--- src/rtl/hbridge_map.vh ---
// constants for the dual h-bridge pwm current regulator
`ifndef HBRIDGE_MAP_VH
`define HBRIDGE_MAP_VH

// clocking
`define CORE_CLK_HZ 10000000
`define CORE_CLK_MHZ 10
`define OSC_HZ 4000000
`define OSC_MHZ 4

// pwm frequencies in hz
`define PWM_BASE_HZ 22800
`define PWM_DOUBLE_HZ 45600

// jitter span in oscillator ticks, centred on the nominal period
`define JITTER_SPAN 8
`define JITTER_HALF 4
`define LFSR_SEED 8'hA5

// interlock dead time in ns
`define DEADTIME_NS 500

// nominal slopes in v/us for codes 00, 01, 10, 11
`define SLOPE_00_VUS 150
`define SLOPE_01_VUS 100
`define SLOPE_10_VUS 50
`define SLOPE_11_VUS 25

// low-side on-resistance switch level on the requested coil level
`define RDSON_LEVEL_THR 7'h40

// register byte offsets
`define REG_CTRL 4'h0
`define REG_STATUS 4'h4
`define REG_FAULT_CLR 4'h8

// control register fields
`define CTRL_ENABLE 0
`define CTRL_DOUBLE 1
`define CTRL_JITTER 2
`define CTRL_SLOPE_LO 3
`define CTRL_SLOPE_HI 4
`define CTRL_RESET 8'h00

// coil regulation states
`define ST_OFF 2'h0
`define ST_FWD 2'h1
`define ST_SLOW 2'h2
`define ST_FAST 2'h3

`endif

--- src/rtl/half_bridge_gate.v ---
// gate sequencing for one half-bridge with interlock and protection
`timescale 1ns/1ps
module half_bridge_gate #(
	parameter DT_CYCLES = 5
) (
	// clock and reset
	input wire core_clk,
	input wire srst,
	// control
	input wire enable,
	input wire hs_req,
	input wire ls_req,
	input wire fault_clear,
	// analog sense
	input wire hs_rev,
	input wire ls_rev,
	input wire hs_oc,
	input wire ls_oc,
	input wire hs_desat,
	input wire ls_desat,
	// gate drive
	output wire hs_on,
	output wire ls_on,
	output wire hs_limit,
	output wire ls_limit,
	output wire hs_fault,
	output wire ls_fault
);

	reg hs_on_ff;
	reg ls_on_ff;
	reg hs_limit_ff;
	reg ls_limit_ff;
	reg hs_fault_ff;
	reg ls_fault_ff;
	reg [7:0] dt_cnt_ff;
	wire want_h;
	wire want_l;
	localparam integer DT_I = DT_CYCLES;
	localparam [7:0] DT_LOAD = DT_I[7:0];

	// reverse current turns a switch on like a driven request
	assign want_h = (hs_req | hs_rev) & ~hs_fault_ff;
	assign want_l = (ls_req | (ls_rev & ~hs_req)) & ~want_h & ~ls_fault_ff;

	// break before make with a dead time between opposite switches
	always @(posedge core_clk) begin
		if (srst || !enable) begin
			hs_on_ff <= 1'b0;
			ls_on_ff <= 1'b0;
			dt_cnt_ff <= 8'h00;
		end else if (hs_on_ff && !want_h) begin
			hs_on_ff <= 1'b0;
			dt_cnt_ff <= DT_LOAD;
		end else if (ls_on_ff && !want_l) begin
			ls_on_ff <= 1'b0;
			dt_cnt_ff <= DT_LOAD;
		end else if (dt_cnt_ff != 8'h00) begin
			dt_cnt_ff <= dt_cnt_ff - 8'h01;
		end else if (want_h && !ls_on_ff) begin
			hs_on_ff <= 1'b1;
		end else if (want_l && !hs_on_ff) begin
			ls_on_ff <= 1'b1;
		end
	end

	// current limit stage and latched desaturation shutdown, set wins
	always @(posedge core_clk) begin
		if (srst) begin
			hs_limit_ff <= 1'b0;
			ls_limit_ff <= 1'b0;
			hs_fault_ff <= 1'b0;
			ls_fault_ff <= 1'b0;
		end else begin
			hs_limit_ff <= hs_on_ff & ~hs_fault_ff & hs_oc;
			ls_limit_ff <= ls_on_ff & ~ls_fault_ff & ls_oc;
			hs_fault_ff <= (hs_fault_ff & ~fault_clear) | (hs_on_ff & hs_desat);
			ls_fault_ff <= (ls_fault_ff & ~fault_clear) | (ls_on_ff & ls_desat);
		end
	end

	// a tripped switch is dropped in the same cycle
	assign hs_on = hs_on_ff & ~hs_fault_ff;
	assign ls_on = ls_on_ff & ~ls_fault_ff;
	assign hs_limit = hs_limit_ff;
	assign ls_limit = ls_limit_ff;
	assign hs_fault = hs_fault_ff;
	assign ls_fault = ls_fault_ff;

endmodule // half_bridge_gate

--- src/rtl/hbridge_pwm_current_regulator.v ---
// dual h-bridge drive with pwm current regulation and register slave
//
// Local design decisions: the Avalon-MM register port and the register addresses.
`timescale 1ns/1ps
`include "hbridge_map.vh"
module hbridge_pwm_current_regulator #(
	parameter NCOIL = 2,
	parameter LVL_W = 7
) (
	// clock and reset
	input wire core_clk,
	input wire srst,
	// avalon-mm slave
	input wire [3:0] address,
	input wire read,
	input wire write,
	input wire [3:0] byteenable,
	input wire [31:0] writedata,
	output wire [31:0] readdata,
	output wire waitrequest,
	// coil current sense and request, one bit or field per coil, current_range_high shared by both coils
	input wire [NCOIL-1:0] coil_above,
	input wire [NCOIL-1:0] coil_negative,
	input wire [NCOIL*LVL_W-1:0] coil_level,
	input wire current_range_high,
	// switch sense, one bit per half-bridge
	input wire [2*NCOIL-1:0] hs_reverse,
	input wire [2*NCOIL-1:0] ls_reverse,
	input wire [2*NCOIL-1:0] hs_overcurrent,
	input wire [2*NCOIL-1:0] ls_overcurrent,
	input wire [2*NCOIL-1:0] hs_desat,
	input wire [2*NCOIL-1:0] ls_desat,
	// gate drive, one bit per half-bridge for gates and limits, shared or per-coil for the other outputs
	output wire [2*NCOIL-1:0] hs_gate,
	output wire [2*NCOIL-1:0] ls_gate,
	output wire [2*NCOIL-1:0] hs_current_limit,
	output wire [2*NCOIL-1:0] ls_current_limit,
	output wire bridge_hiz,
	output wire [1:0] gate_drive_strength,
	output wire [NCOIL-1:0] ls_low_rdson,
	output wire pwm_period_start
);

	////////////////////////////////////////////////////////////////////////
	// timing constants

	localparam integer DT_CYCLES = (`DEADTIME_NS * `CORE_CLK_MHZ + 999) / 1000;
	// integer forms are cut to the counter widths on purpose
	localparam integer PER_BASE_I = `OSC_HZ / `PWM_BASE_HZ;
	localparam integer PER_DOUBLE_I = `OSC_HZ / `PWM_DOUBLE_HZ;
	localparam integer ACC_STEP_I = `OSC_MHZ;
	localparam integer ACC_WRAP_I = `CORE_CLK_MHZ;
	localparam integer JIT_HALF_I = `JITTER_HALF;
	localparam [7:0] PER_BASE = PER_BASE_I[7:0];
	localparam [7:0] PER_DOUBLE = PER_DOUBLE_I[7:0];
	localparam [3:0] ACC_STEP = ACC_STEP_I[3:0];
	localparam [3:0] ACC_WRAP = ACC_WRAP_I[3:0];
	localparam [7:0] JIT_HALF = JIT_HALF_I[7:0];
	localparam [6:0] RDSON_THR = `RDSON_LEVEL_THR;

	////////////////////////////////////////////////////////////////////////
	// register slave

	reg [7:0] ctrl_ff;
	reg ack_ff;
	reg [31:0] rdata_ff;
	reg fault_clear_ff;
	wire req;
	wire [31:0] status;
	wire [2*NCOIL-1:0] hs_fault;
	wire [2*NCOIL-1:0] ls_fault;
	wire [2*NCOIL-1:0] coil_st;
	reg dbl_act_ff;
	reg jit_act_ff;
	reg [1:0] slope_act_ff;

	// either strobe opens a request
	assign req = read | write;
	// one wait cycle, then the request completes
	assign waitrequest = req & ~ack_ff;
	assign readdata = rdata_ff;

	// status word shows faults, coil states and active settings
	assign status = {15'h0000, jit_act_ff, slope_act_ff, dbl_act_ff, ctrl_ff[`CTRL_ENABLE],
		coil_st[3:0], ls_fault, hs_fault};

	// decode, read capture on the first edge, write on the completing edge
	always @(posedge core_clk) begin
		if (srst) begin
			ack_ff <= 1'b0;
			rdata_ff <= 32'h00000000;
			ctrl_ff <= `CTRL_RESET;
			fault_clear_ff <= 1'b0;
		end else begin
			ack_ff <= req & ~ack_ff;
			fault_clear_ff <= 1'b0;
			if (read && !ack_ff) begin
				case (address)
				`REG_CTRL: rdata_ff <= {24'h000000, ctrl_ff};
				`REG_STATUS: rdata_ff <= status;
				default: rdata_ff <= 32'h00000000;
				endcase
			end
			if (write && ack_ff && byteenable[0]) begin
				case (address)
				`REG_CTRL: ctrl_ff <= {3'h0, writedata[4:0]};
				`REG_FAULT_CLR: fault_clear_ff <= writedata[0];
				default: ctrl_ff <= ctrl_ff;
				endcase
			end
		end
	end

	////////////////////////////////////////////////////////////////////////
	// pwm clock and period

	reg [3:0] acc_ff;
	reg osc_tick_ff;
	reg [7:0] per_cnt_ff;
	reg [7:0] per_len_ff;
	reg [7:0] lfsr_ff;
	reg start_ff;
	wire [3:0] acc_sum;
	wire per_end;
	wire [7:0] nxt_nom;
	wire [7:0] nxt_len;

	// fractional divider gives a 4 mhz average tick from the core clock
	assign acc_sum = acc_ff + ACC_STEP;
	always @(posedge core_clk) begin
		if (srst) begin
			acc_ff <= 4'h0;
			osc_tick_ff <= 1'b0;
		end else if (acc_sum >= ACC_WRAP) begin
			acc_ff <= acc_sum - ACC_WRAP;
			osc_tick_ff <= 1'b1;
		end else begin
			acc_ff <= acc_sum;
			osc_tick_ff <= 1'b0;
		end
	end

	// period length for the next period from settings sampled now
	assign per_end = osc_tick_ff && (per_cnt_ff >= per_len_ff - 8'h01);
	assign nxt_nom = ctrl_ff[`CTRL_DOUBLE] ? PER_DOUBLE : PER_BASE;
	assign nxt_len = ctrl_ff[`CTRL_JITTER] ?
		(nxt_nom - JIT_HALF + {5'h00, lfsr_ff[2:0]}) : nxt_nom;

	// period counter runs on oscillator ticks only
	always @(posedge core_clk) begin
		if (srst) begin
			per_cnt_ff <= 8'h00;
			per_len_ff <= PER_BASE;
			lfsr_ff <= `LFSR_SEED;
			start_ff <= 1'b0;
			dbl_act_ff <= 1'b0;
			jit_act_ff <= 1'b0;
			slope_act_ff <= 2'h0;
		end else begin
			start_ff <= per_end;
			if (per_end) begin
				per_cnt_ff <= 8'h00;
				per_len_ff <= nxt_len;
				lfsr_ff <= {lfsr_ff[6:0], lfsr_ff[7] ^ lfsr_ff[5] ^ lfsr_ff[4] ^ lfsr_ff[3]};
				dbl_act_ff <= ctrl_ff[`CTRL_DOUBLE];
				jit_act_ff <= ctrl_ff[`CTRL_JITTER];
				slope_act_ff <= ctrl_ff[`CTRL_SLOPE_HI:`CTRL_SLOPE_LO];
			end else if (osc_tick_ff) begin
				per_cnt_ff <= per_cnt_ff + 8'h01;
			end
		end
	end

	// period pulse, enable and slope outputs
	assign pwm_period_start = start_ff;
	assign bridge_hiz = ~ctrl_ff[`CTRL_ENABLE];
	// code 00 is strongest drive, 11 the weakest
	assign gate_drive_strength = slope_act_ff;

	////////////////////////////////////////////////////////////////////////
	// per-coil regulation loop

	wire [NCOIL-1:0] neg;
	wire [NCOIL-1:0] rdson;
	wire [2*NCOIL-1:0] hs_req;
	wire [2*NCOIL-1:0] ls_req;

	genvar c;
	generate
		for (c = 0; c < NCOIL; c = c + 1) begin : g_coil
			reg [1:0] st_ff;
			reg neg_bit_ff;
			reg rdson_bit_ff;
			wire fwd;
			wire fast;
			wire slow;

			// forward until the comparator trips, then slow decay
			always @(posedge core_clk) begin
				if (srst || !ctrl_ff[`CTRL_ENABLE]) begin
					st_ff <= `ST_OFF;
					neg_bit_ff <= 1'b0;
				end else if (osc_tick_ff) begin
					if (per_end) begin
						neg_bit_ff <= coil_negative[c];
						// above target at period start means a step down
						st_ff <= coil_above[c] ? `ST_FAST : `ST_FWD;
					end else begin
						case (st_ff)
						`ST_OFF: st_ff <= `ST_OFF;
						// on time stretches past half period if needed
						`ST_FWD: st_ff <= coil_above[c] ? `ST_SLOW : `ST_FWD;
						`ST_FAST: st_ff <= coil_above[c] ? `ST_FAST : `ST_SLOW;
						`ST_SLOW: st_ff <= `ST_SLOW;
						default: st_ff <= `ST_OFF;
						endcase
					end
				end
			end

			// low-side resistance from range and micro-step level
			always @(posedge core_clk) begin
				if (srst) begin
					rdson_bit_ff <= 1'b0;
				end else begin
					rdson_bit_ff <= current_range_high |
						(coil_level[c*LVL_W +: LVL_W] >= RDSON_THR);
				end
			end

			// per-coil registers gathered into flat buses, one driver each
			assign coil_st[2*c +: 2] = st_ff;
			assign neg[c] = neg_bit_ff;
			assign rdson[c] = rdson_bit_ff;

			// map coil phase onto the two half-bridges a and b
			assign fwd = (st_ff == `ST_FWD);
			assign fast = (st_ff == `ST_FAST);
			assign slow = (st_ff == `ST_SLOW);
			assign hs_req[2*c] = (fwd & ~neg[c]) | (fast & neg[c]);
			assign ls_req[2*c] = (fwd & neg[c]) | (fast & ~neg[c]) | slow;
			assign hs_req[2*c+1] = (fwd & neg[c]) | (fast & ~neg[c]);
			assign ls_req[2*c+1] = (fwd & ~neg[c]) | (fast & neg[c]) | slow;
		end
	endgenerate

	assign ls_low_rdson = rdson;

	////////////////////////////////////////////////////////////////////////
	// half-bridge gate sequencers

	genvar h;
	generate
		for (h = 0; h < 2*NCOIL; h = h + 1) begin : g_half
			half_bridge_gate #(
				.DT_CYCLES(DT_CYCLES)
			) u_gate (
				.core_clk(core_clk),
				.srst(srst),
				.enable(ctrl_ff[`CTRL_ENABLE]),
				.hs_req(hs_req[h]),
				.ls_req(ls_req[h]),
				.fault_clear(fault_clear_ff),
				.hs_rev(hs_reverse[h]),
				.ls_rev(ls_reverse[h]),
				.hs_oc(hs_overcurrent[h]),
				.ls_oc(ls_overcurrent[h]),
				.hs_desat(hs_desat[h]),
				.ls_desat(ls_desat[h]),
				.hs_on(hs_gate[h]),
				.ls_on(ls_gate[h]),
				.hs_limit(hs_current_limit[h]),
				.ls_limit(ls_current_limit[h]),
				.hs_fault(hs_fault[h]),
				.ls_fault(ls_fault[h])
			);
		end
	endgenerate

endmodule // hbridge_pwm_current_regulator

--- config.mk ---
export PLATFORM = sky130hd
export DESIGN_NAME = hbridge_pwm_current_regulator
export DESIGN_NICKNAME = d
export VERILOG_FILES = /design/src/rtl/half_bridge_gate.v /design/src/rtl/hbridge_pwm_current_regulator.v
export VERILOG_INCLUDE_DIRS = /design/src /design/src/rtl
export SDC_FILE = /design/constraint.sdc
export NUM_CORES = 1
export LEC_CHECK = 0
export BUFFER_PORTS_ARGS = -buffer_cell sky130_fd_sc_hd__buf_4
export CAP_MARGIN = 25
export CORE_ASPECT_RATIO = 0.6
export CORE_MARGIN = 2
export CORE_UTILIZATION = 50
export CTS_BUF_LIST = sky130_fd_sc_hd__clkbuf_4 sky130_fd_sc_hd__clkbuf_8
export DETAILED_ROUTE_END_ITERATION = 8
export PLACE_DENSITY = 0.76
export REMOVE_ABC_BUFFERS = 1
export SYNTH_ARGS = -nofsm -noshare
export SYNTH_HDL_FRONTEND = slang
export SYNTH_SLANG_ARGS = --single-unit
--- constraint.sdc ---
create_clock -name core_clk -period 2.7 [get_ports core_clk]
set_input_delay 0.27 -clock core_clk [delete_from_list [all_inputs] [get_ports core_clk]]
set_output_delay 0.27 -clock core_clk [all_outputs]
set_load 0.02 [all_outputs]
---- Yosys cells after proc, flatten, opt, wreduce, memory -nomap -nowiden ----
Cells that the tools add are included.
word-level totals
  bits in registers ....................... 137
  input bits .............................. 87
  output and inout bits ................... 55
  logic and storage cells ................. 320
cells by class
  add/sub/neg operators ................... 10
  order comparisons ....................... 4
  equality and inequality tests ........... 16
  multiplexer cells ....................... 43
  bitwise logic cells ..................... 122
  reductions and logical operators ........ 74
operators by type and width
  operator               count
  $and A1 B1 Y1          57
  $sub A8 B1 Y8 const B  5
  $mux W3                12
  $not A1 Y1             35
  $pmux W17 S2           1
  $reduce_bool A8 Y1     4
  $or A1 B1 Y1           27
  $logic_and A1 B1 Y1    20
  $mux W1                19
  $logic_not A1 Y1       18
  $mux W8                2
  $ne A2 B1 Y1 const B   8
  $pmux W2 S4            2
  $reduce_and A4 Y1      4
  $reduce_or A3 Y1       5
  $ge A7 B7 Y1 const B   2
  $mux W2                6
  $reduce_and A3 Y1      4
  $reduce_bool A3 Y1     4
  $reduce_or A2 Y1       5
  $add A8 B1 Y8 const B  1
  $add A8 B3 Y8          1
  $eq A2 B2 Y1 const B   4
  $ge A8 B8 Y1           1
  14 further kinds       22

---- Longest topological paths before layout ----
Gate-level depths: netlist of run 1.
  word-level depth ........................ 13
  gate-level depth with buffers ........... 11
  mapped depth without buffers ............ 10

---- By module ----
A second synthesis of run 1 with hierarchy kept.
unflattened totals
  cells, all modules ...................... 651
  area, all modules ....................... 5834.3 um^2
by module, submodules not included
  module                         instances  cells each  area an instance (um^2)  seq. area each (um^2)
  hbridge_pwm_current_regulator  1          367         3096.7                   1261.2
  half_bridge_gate               4          71          684.4                    280.3

---- Worst setup path before layout of run 1 ----
No wires, ideal clock.
  path type ............................... register to register
  from .................................... register per_len_ff[2]
  to ...................................... register g_coil[0].st_ff[1]
  library setup time ...................... 0.116 ns
  data arrival time ....................... 2.286 ns
  data required time ...................... 2.584 ns
  slack ................................... 0.298 ns
  cell stages (with the launch flop) ...... 10
  path buffers ............................ 0
  clock period less this slack ............ 2.402 ns
  path through ............................ dfxtp_1 nor3_1 nand3_1 xor2_1 ha_1 a21o_1 a221o_1 a31oi_1 a21oi_1 a31o_2
between the ends
  word-level cells in the longest chain between the ends .. 4
ends and longest elaborated chain
  element                 line                                 text
  start, declared         hbridge_pwm_current_regulator.v:120  reg [7:0] per_len_ff;
  start signal, assigned  hbridge_pwm_current_regulator.v:163  per_len_ff <= nxt_len;
  $sub A8 B1 Y8           hbridge_pwm_current_regulator.v:144  assign per_end = osc_tick_ff && (per_cnt_ff >= per_len_ff - 8'h01);
  $ge A8 B8 Y1            hbridge_pwm_current_regulator.v:144
  $logic_and A1 B1 Y1     hbridge_pwm_current_regulator.v:144
  $mux W2                 hbridge_pwm_current_regulator.v:204  if (per_end) begin
  end signal, assigned    hbridge_pwm_current_regulator.v:207  st_ff <= coil_above[c] ? `ST_FAST : `ST_FWD;
  end signal, assigned    hbridge_pwm_current_regulator.v:210  `ST_OFF: st_ff <= `ST_OFF;
  end signal, assigned    hbridge_pwm_current_regulator.v:212  `ST_FWD: st_ff <= coil_above[c] ? `ST_SLOW : `ST_FWD;
  end, declared           hbridge_pwm_current_regulator.v:191  reg [1:0] st_ff;
Every way passes these cells.
A chain may end at the register's enable or synchronous reset.

---- Worst setup path in the final report of run 1 ----
  from .................................... register per_len_ff[0]
  to ...................................... register per_len_ff[0]
between the ends
  word-level cells in the longest chain between the ends .. 3
ends and longest elaborated chain
  element              line
  $sub A8 B1 Y8        hbridge_pwm_current_regulator.v:144
  $ge A8 B8 Y1         hbridge_pwm_current_regulator.v:144
  $logic_and A1 B1 Y1  hbridge_pwm_current_regulator.v:144
Every way passes these cells.

==> summary.md, run 1 <==
| Metric | Value |
|---|---|
| Crit Path Max Fanout | 18 |
| Clk sink count | 119 |
| Fmax | 391 MHz |
| Yosys warning count | 0 |
| Die area | 0.0123 mm2 |
| Met3 Use GR | 0.0762 |
| Clock slew at reported path FFs | 0.07 ns |
| CP arrival | 2.88 ns |
| Number of port buffers | 84 |
| Antenna diodes | 0 |
| Num CTS Buffers | 17 |
| Largest family of logic cells by synthesized area | simple AND/OR/NAND/NOR gates |
| Worst vdd ir | 0.315 mV |
| GRT overflow | 0 |
| Longest Clk Path Bufs | 2 |
| Compound-Gate Fraction of Synth Area | 0.140 |
| Pre-Repair DR Iteration Count | 5 |
| Core Util, Final | 0.605 |
| Routed wire length | 13.8 mm |
| Die H | 86.6 um |
| RSZ-0062 raised after global routing | no |
| Post-layout minimum cycle time | 2.56 ns |
| Simple-gate share of the synthesized area | 0.229 |
| Fillers | 949 |
| Worst EP required | 3.02 ns |
| Nets | 834 |
| Post-synth EDFFs | 0 |
| #FFs+latches synth | 119 |
| Initial antenna violation count | 0 |
| Seq/Total Area, Yosys | 0.419 |
| Pwr/cell area | 561 mW/mm2 |
| Final Setup Violations | 0 |
| Internal reg-to-reg setup slack | 0.14 ns |
| Iter 0 DRT Violations | 315 |
| Max Cap Violations | 0 |
| Final hold vios | 0 |
| Largest net degree at the start of global routing | 56 |
| GR peak layer | met2 |
| Gpl congestion | 0.832 |
| Post-synth top area share | 0.419 |
| Met1 usage | 0.306 |
| Starting Density | 0.509 |
| Synth cell count leaders | dfxtp_1, nor2_1, nand2_1, nor3_1, a21oi_1 |
| Hpwl dp | 9.90 mm |
| Fraction of registers with async set/reset | 0 |
| Crit path kind | reg2reg |
| Synthesized-area fraction occupied by adder cells | 0.0418 |
| Met2 usage | 0.350 |
| CP startpoint kind | flip-flop |
| CTS tree | built |
| Biggest area consumer among synthesized cells | dfxtp_1 |
| Main synth FF type | dfxtp_1 |
| Drt drc | 0 |
| P&R area growth vs syn | 18.9% |
| Post-Syn Instances | 655 |
| Post-synthesis xor/xnor area fraction | 0.0569 |
| Via count | 4,928 |
| Leak | 0.00279 uW |
| Clock Latency Late Sink | 0.44 ns |
| Syn Area/Cell | 8.69 um2 |
| Setup_tns | 0 ns |
| Hold_ws | 0.0349 ns |
| Rows | 30 |
| First-pass GRT wire length | 22.2 mm |
| Vias in the first global route | 4,632 |
| Wire per inst | 15.7 um |
| IO Count | 142 |
| Root buf cell | clkbuf_8 |
| Reg area | 0.00238 mm2 |
| Final Slew Violations | 0 |
| Fraction of layout cells with a size suffix above 1 | 0.200 |
| Clk_skew | 0.00877 ns |
| Status | finished clean |
| HP Class | in2reg |
| Cell variety after synth | 64 |
| Largest cells by area after synthesis | dfxtp_1, nor2_1, buf_4 |
| Core area | 0.0112 mm2 |
| Routed Antenna Nets | 0 |
| DIE WIDTH | 142 um |
| H-tree levels | 4 |
| Multi-input logic area | 0.00289 mm2 |
| CP endpoint kind | flip-flop |
| GR Util All Layers | 0.232 |
| Count leader, synth | dfxtp_1 |
| Tcrit/Tclk final | 0.946 |
| Synthesized area | 0.00569 mm2 |
| Worst-margin pin slew | 0.587 ns |
| Slew headroom | 0.607 |
| Mux cell area share after synthesis | 0.0288 |
| Vias per inst | 5.57 |
[per-layer routing]
layer,routed length [um],part of all wire
met5,0,0
met4,238,0.017
met3,1090,0.079
met2,6040,0.44
met1,6470,0.47
[cells by family after synthesis]
group,after synthesis
other,1
xor gates and xnor gates,37
DFF,119
adders and majority gates,19
AOI/OAI and AO/OA,117
buffers and inverters,87
and+or+nand+nor,259
muxes,16
[registers in the layout, indices dropped and copies added (netlist names)]
name	cells
fault_clear_ff	1
g_half.u_gate.ls_fault	4
g_half.u_gate.hs_limit	4
g_coil.st_ff	4
g_half.u_gate.ls_on_ff	4
g_half.u_gate.hs_on_ff	4
jit_act_ff	1
readdata	17
g_half.u_gate.dt_cnt_ff	32
gate_drive_strength	2
g_half.u_gate.hs_fault	4
osc_tick_ff	1
g_half.u_gate.ls_limit	4
ack_ff	1
pwm_period_start	1
ctrl_ff	5
per_cnt_ff	8
lfsr_ff	8
g_coil.rdson_bit_ff	2
per_len_ff	7
acc_ff	3
g_coil.neg_bit_ff	2
[metrics by stage]
step	worst slack, ns	area (um2)	instances	power (uW)
3_5_place_dp	0.0920	6290	850	2150
6_report	0.145	6770	884	3790
2_1_floorplan	0.118	5370	610	2020
3_3_place_gp	0.175	6290	850	2130
5_1_grt	0.0161	6770	884	3960
4_1_cts	0.0790	6700	881	3820
[worst paths after layout]
kind / start / to / cells past startpoint
hold reg to reg: jit_act_ff / jit_act_ff / 2
setup reg to reg: per_len_ff[0] / per_len_ff[0] / 11
hold / removal: coil_level[6] / g_coil[0].rdson_bit_ff / 3
setup / recovery: per_len_ff[0] / per_len_ff[0] / 11
[critical path, stage by stage (launching register included)]
cell and delay [ns]:
dfxtp_1 0.36, inv_1 0.09, ha_2 0.21, nand3b_1 0.09
xor2_1 0.18, ha_1 0.25, and2_1 0.19, a221o_1 0.37
a32o_2 0.29, buf_12 0.16, nor3_1 0.19, nor2_1 0.07
[layout by cell type, fill, tap and decap left out, types with 4 or more instances in the layout]
cell,instances
buf_4,95
a22oi_1,20
nand2b_1,7
nor4b_1,8
nand2_1,44
dfxtp_1,118
a21oi_1,35
clkbuf_8,19
nor2b_1,9
xor2_1,14
nor2_1,87
inv_1,28
and3b_1,4
or3_1,4
mux2i_1,13
clkinv_2,4
o21ai_0,12
a31oi_1,12
nor3_1,42
nor4_1,14
nand3_1,10
xnor2_1,23
and2_1,4
ha_1,18
o21a_1,6
nor3b_1,4
conb_1,15
[where the power goes]
group	switching (uW)	total [uW]	internal, uW
Sequential	30.4	1820	1790
Combinational	170	297	127
Clock	701	1680	980
[final cells by class]
class | instances | area share
multi-input cells | 463 | 0.428
clock inverters | 9 | 0.0185
well taps | 144 | 0.0266
repair buffers | 99 | 0.117
inverters | 28 | 0.0155
clock buffers | 22 | 0.0420
flip-flops and latches | 119 | 0.352
[what timing repair did]
action	CTS	global route
setup endpoints to repair	0	14
hold buffers	0	0
buffers inserted	0	2
hold endpoints to repair	0	0
gates resized for setup	0	6
(Power assumes the default switching activity.)
==> run 2: changes to the inputs <==
- CORE_UTILIZATION: 50 -> 55
- PLACE_DENSITY: 0.76 -> 0.82
- SETUP_SLACK_MARGIN: not set -> 0.15
==> run 2 against run 1 <==
Compared with the run above: clock-buffer cell count shrank 4; global-route usage is 1.8 points higher; first-iteration DRC count rose by 10%; highest routed layer unchanged; sequential cell count unchanged; die area is 8.8% lower; utilization grew 9.1 points; critical path type unchanged; critical path depth is the same.
==> summary.md, run 2 (synthesis results as in run 1) <==
| Metric | Value |
|---|---|
| Starting Density | 0.572 |
| Hold Startpoint | coil_level[13] |
| Crit path kind | reg2reg |
| Setup_tns | 0 ns |
| Core area | 0.00995 mm2 |
| Most frequent cells in the layout | dfxtp_1, buf_4, nor2_1, nor3_1, nand2_1 |
| Worst EP required | 3.05 ns |
| Int Pwr | 3120 uW |
| P&R area growth vs syn | 21.6% |
| Worst hold endpoint | g_coil[1].rdson_bit_ff |
| Routed Antenna Nets | 0 |
| Crit Path Max Fanout | 7 |
| Worst-margin pin slew | 0.969 ns |
| Hold Path Stages | 3 |
| Initial antenna violation count | 0 |
| Die area | 0.0112 mm2 |
| CTS tree | built |
| Slew headroom | 0.354 |
| Status | finished clean |
| Biggest register | g_half.u_gate.dt_cnt_ff |
| HP Class | in2reg |
| Iter 0 DRT Violations | 348 |
| Antenna diodes | 0 |
| Vias per inst | 5.70 |
| Number of port buffers | 84 |
| Final hold vios | 0 |
| RSZ-0062 raised after global routing | yes |
| Routed wire length | 14.1 mm |
| Via count | 5,018 |
| CP endpoint kind | flip-flop |
| Crit path largest cell delay | 0.36 ns |
| Clock power share | 0.479 |
| Max Cap Violations | 0 |
| H-tree levels | 4 |
| Switching share of power | 0.233 |
| Die H | 82.8 um |
| CP bufs+invs | 2 |
| IO Count | 142 |
| Met2 Wirelength | 6.26 mm |
| Num CTS Buffers | 17 |
| Clock slew at reported path FFs | 0.07 ns |
| Clk sink count | 119 |
| Crit path cell chain | nor3_4 -> nand3_2 -> xor2_1 -> ha_1 -> a21o_1 -> a221o_1 -> buf_6 -> a32oi_4 -> buf_6 -> nand2_4 -> a21oi_2 |
| Sw Pwr | 946 uW |
| CP max stage cell | dfxtp_4 |
| Pre-Repair DR Iteration Count | 5 |
| Number of cells on the worst reg-to-reg path | 11 |
| Drt drc | 0 |
| Max reg flops | 32 |
| Clock Latency Late Sink | 0.44 ns |
| Sequential Power Share | 0.446 |
| DR top layer | met4 |
| Met1 wire length | 6.43 mm |
| Combinational power share | 0.075 |
| First-pass GRT wire length | 22.5 mm |
| Placed cell area | 0.00629 mm2 |
| Reg-to-Reg Start | per_len_ff[4] |
| Most frequent CP cell | buf_6 |
| GRT overflow | 0 |
| Internal reg-to-reg setup slack | 0.11 ns |
| Design Area, Final | 0.00692 mm2 |
| Rows | 28 |
| CP arrival | 2.94 ns |
| Hpwl dp | 9.88 mm |
| CP startpoint kind | flip-flop |
| Pwr/cell area | 588 mW/mm2 |
| Leak | 0.00284 uW |
| Vias in the first global route | 4,742 |
| Fraction of layout cells with a size suffix above 1 | 0.232 |
| Post-layout minimum cycle time | 2.59 ns |
| Longest Clk Path Bufs | 2 |
| Worst vdd ir | 0.379 mV |
| R2R Path End | g_coil[1].neg_bit_ff |
| Final Setup Violations | 0 |
| CTS Hold Buffers Added | 0 |
| Largest delay share family, worst path | compound AO/OA/AOI/OAI gates |
| Root buf cell | clkbuf_8 |
| Nets | 839 |
| Fmax | 387 MHz |
| DIE WIDTH | 135 um |
| Final Slew Violations | 0 |
| GR Util All Layers | 0.250 |
| Fillers | 751 |
| Gpl congestion | 0.872 |
| Clk_skew | 0.00873 ns |
| Tcrit/Tclk final | 0.958 |
| WL met3 | 1.21 mm |
| Commonest non-fill, non-tap cell in the layout | dfxtp_1 |
| Wire per inst | 16.0 um |
| Largest net degree at the start of global routing | 76 |
[run 2: changes by cell type in the layout (fill, tap and decap cells not counted), sizes merged]
cell | previous run | this run
clkbuf | 23 | 18
bufinv | 3 | 6
clkinv | 4 | 6
buf | 98 | 104
[run 2: timing repair]
item / CTS / global route
gates resized for setup: 15 / 18
pin swaps: 10 / 20
setup endpoints to repair: 22 / 31
gates cloned: 1 / 0
setup buffers: 2 / 3
[run 2: power by group through the flow]
| stage | registers, uW | logic, uW | clock network, uW |
|---|---|---|---|
| 4_1_cts | 1810 | 299 | 1970 |
| 6_report | 1810 | 304 | 1950 |
| 2_1_floorplan | 1860 | 162 | 0 |
| 5_1_grt | 1820 | 337 | 2040 |
| 3_5_place_dp | 1850 | 294 | 0 |
| 3_3_place_gp | 1850 | 280 | 0 |
[run 2: layout make-up]
class	instances	area, um2	area share
Sequential cell	119	2390	0.345
Clock inverter	14	229	0.0331
Multi-Input combinational cell	463	2970	0.429
Timing Repair Buffer	104	812	0.117
Tap cell	135	169	0.0244
Inverter	28	105	0.0152
Clock buffer	18	248	0.0358
[run 2: worst max path at each step]
| stage | start | endpoint | cells past startpoint |
|---|---|---|---|
| floorplan | per_len_ff[2] | per_len_ff[3] | 9 |
| global placement | per_len_ff[3] | g_coil[1].neg_bit_ff | 11 |
| detailed placement | per_len_ff[3] | jit_act_ff | 11 |
| CTS | per_len_ff[3] | per_len_ff[5] | 11 |
| global route | per_len_ff[4] | g_coil[1].neg_bit_ff | 11 |
| finish | per_len_ff[4] | g_coil[1].neg_bit_ff | 11 |
[run 2: stage by stage]
step	hold WS [ns]	total power [uW]	setup WS [ns]	utilization	cells
finish	0.0286	4070	0.113	0.696	881
floorplan	0.339	2020	0.118	-	610
global route	0.0362	4200	0.00262	0.696	881
CTS	0.0145	4080	0.120	0.687	878
detailed placement	0.458	2150	0.0530	0.632	843
global placement	0.443	2130	0.180	0.632	843
[run 2: routing by layer]
layer / GRT usage / up-vias
li1: - / 2412
met1: 0.334 / 2367
met2: 0.373 / 211
met3: 0.0934 / 28
met4: 0.0824 / 0
met5: 0 / -
[run 2: worst reg2reg max path, cell delays in order, from the launching register on]
cell	delay, ns
dfxtp_4	0.36
nor3_4	0.20
nand3_2	0.10
xor2_1	0.16
ha_1	0.30
a21o_1	0.18
a221o_1	0.34
buf_6	0.14
a32oi_4	0.30
buf_6	0.21
nand2_4	0.06
a21oi_2	0.15
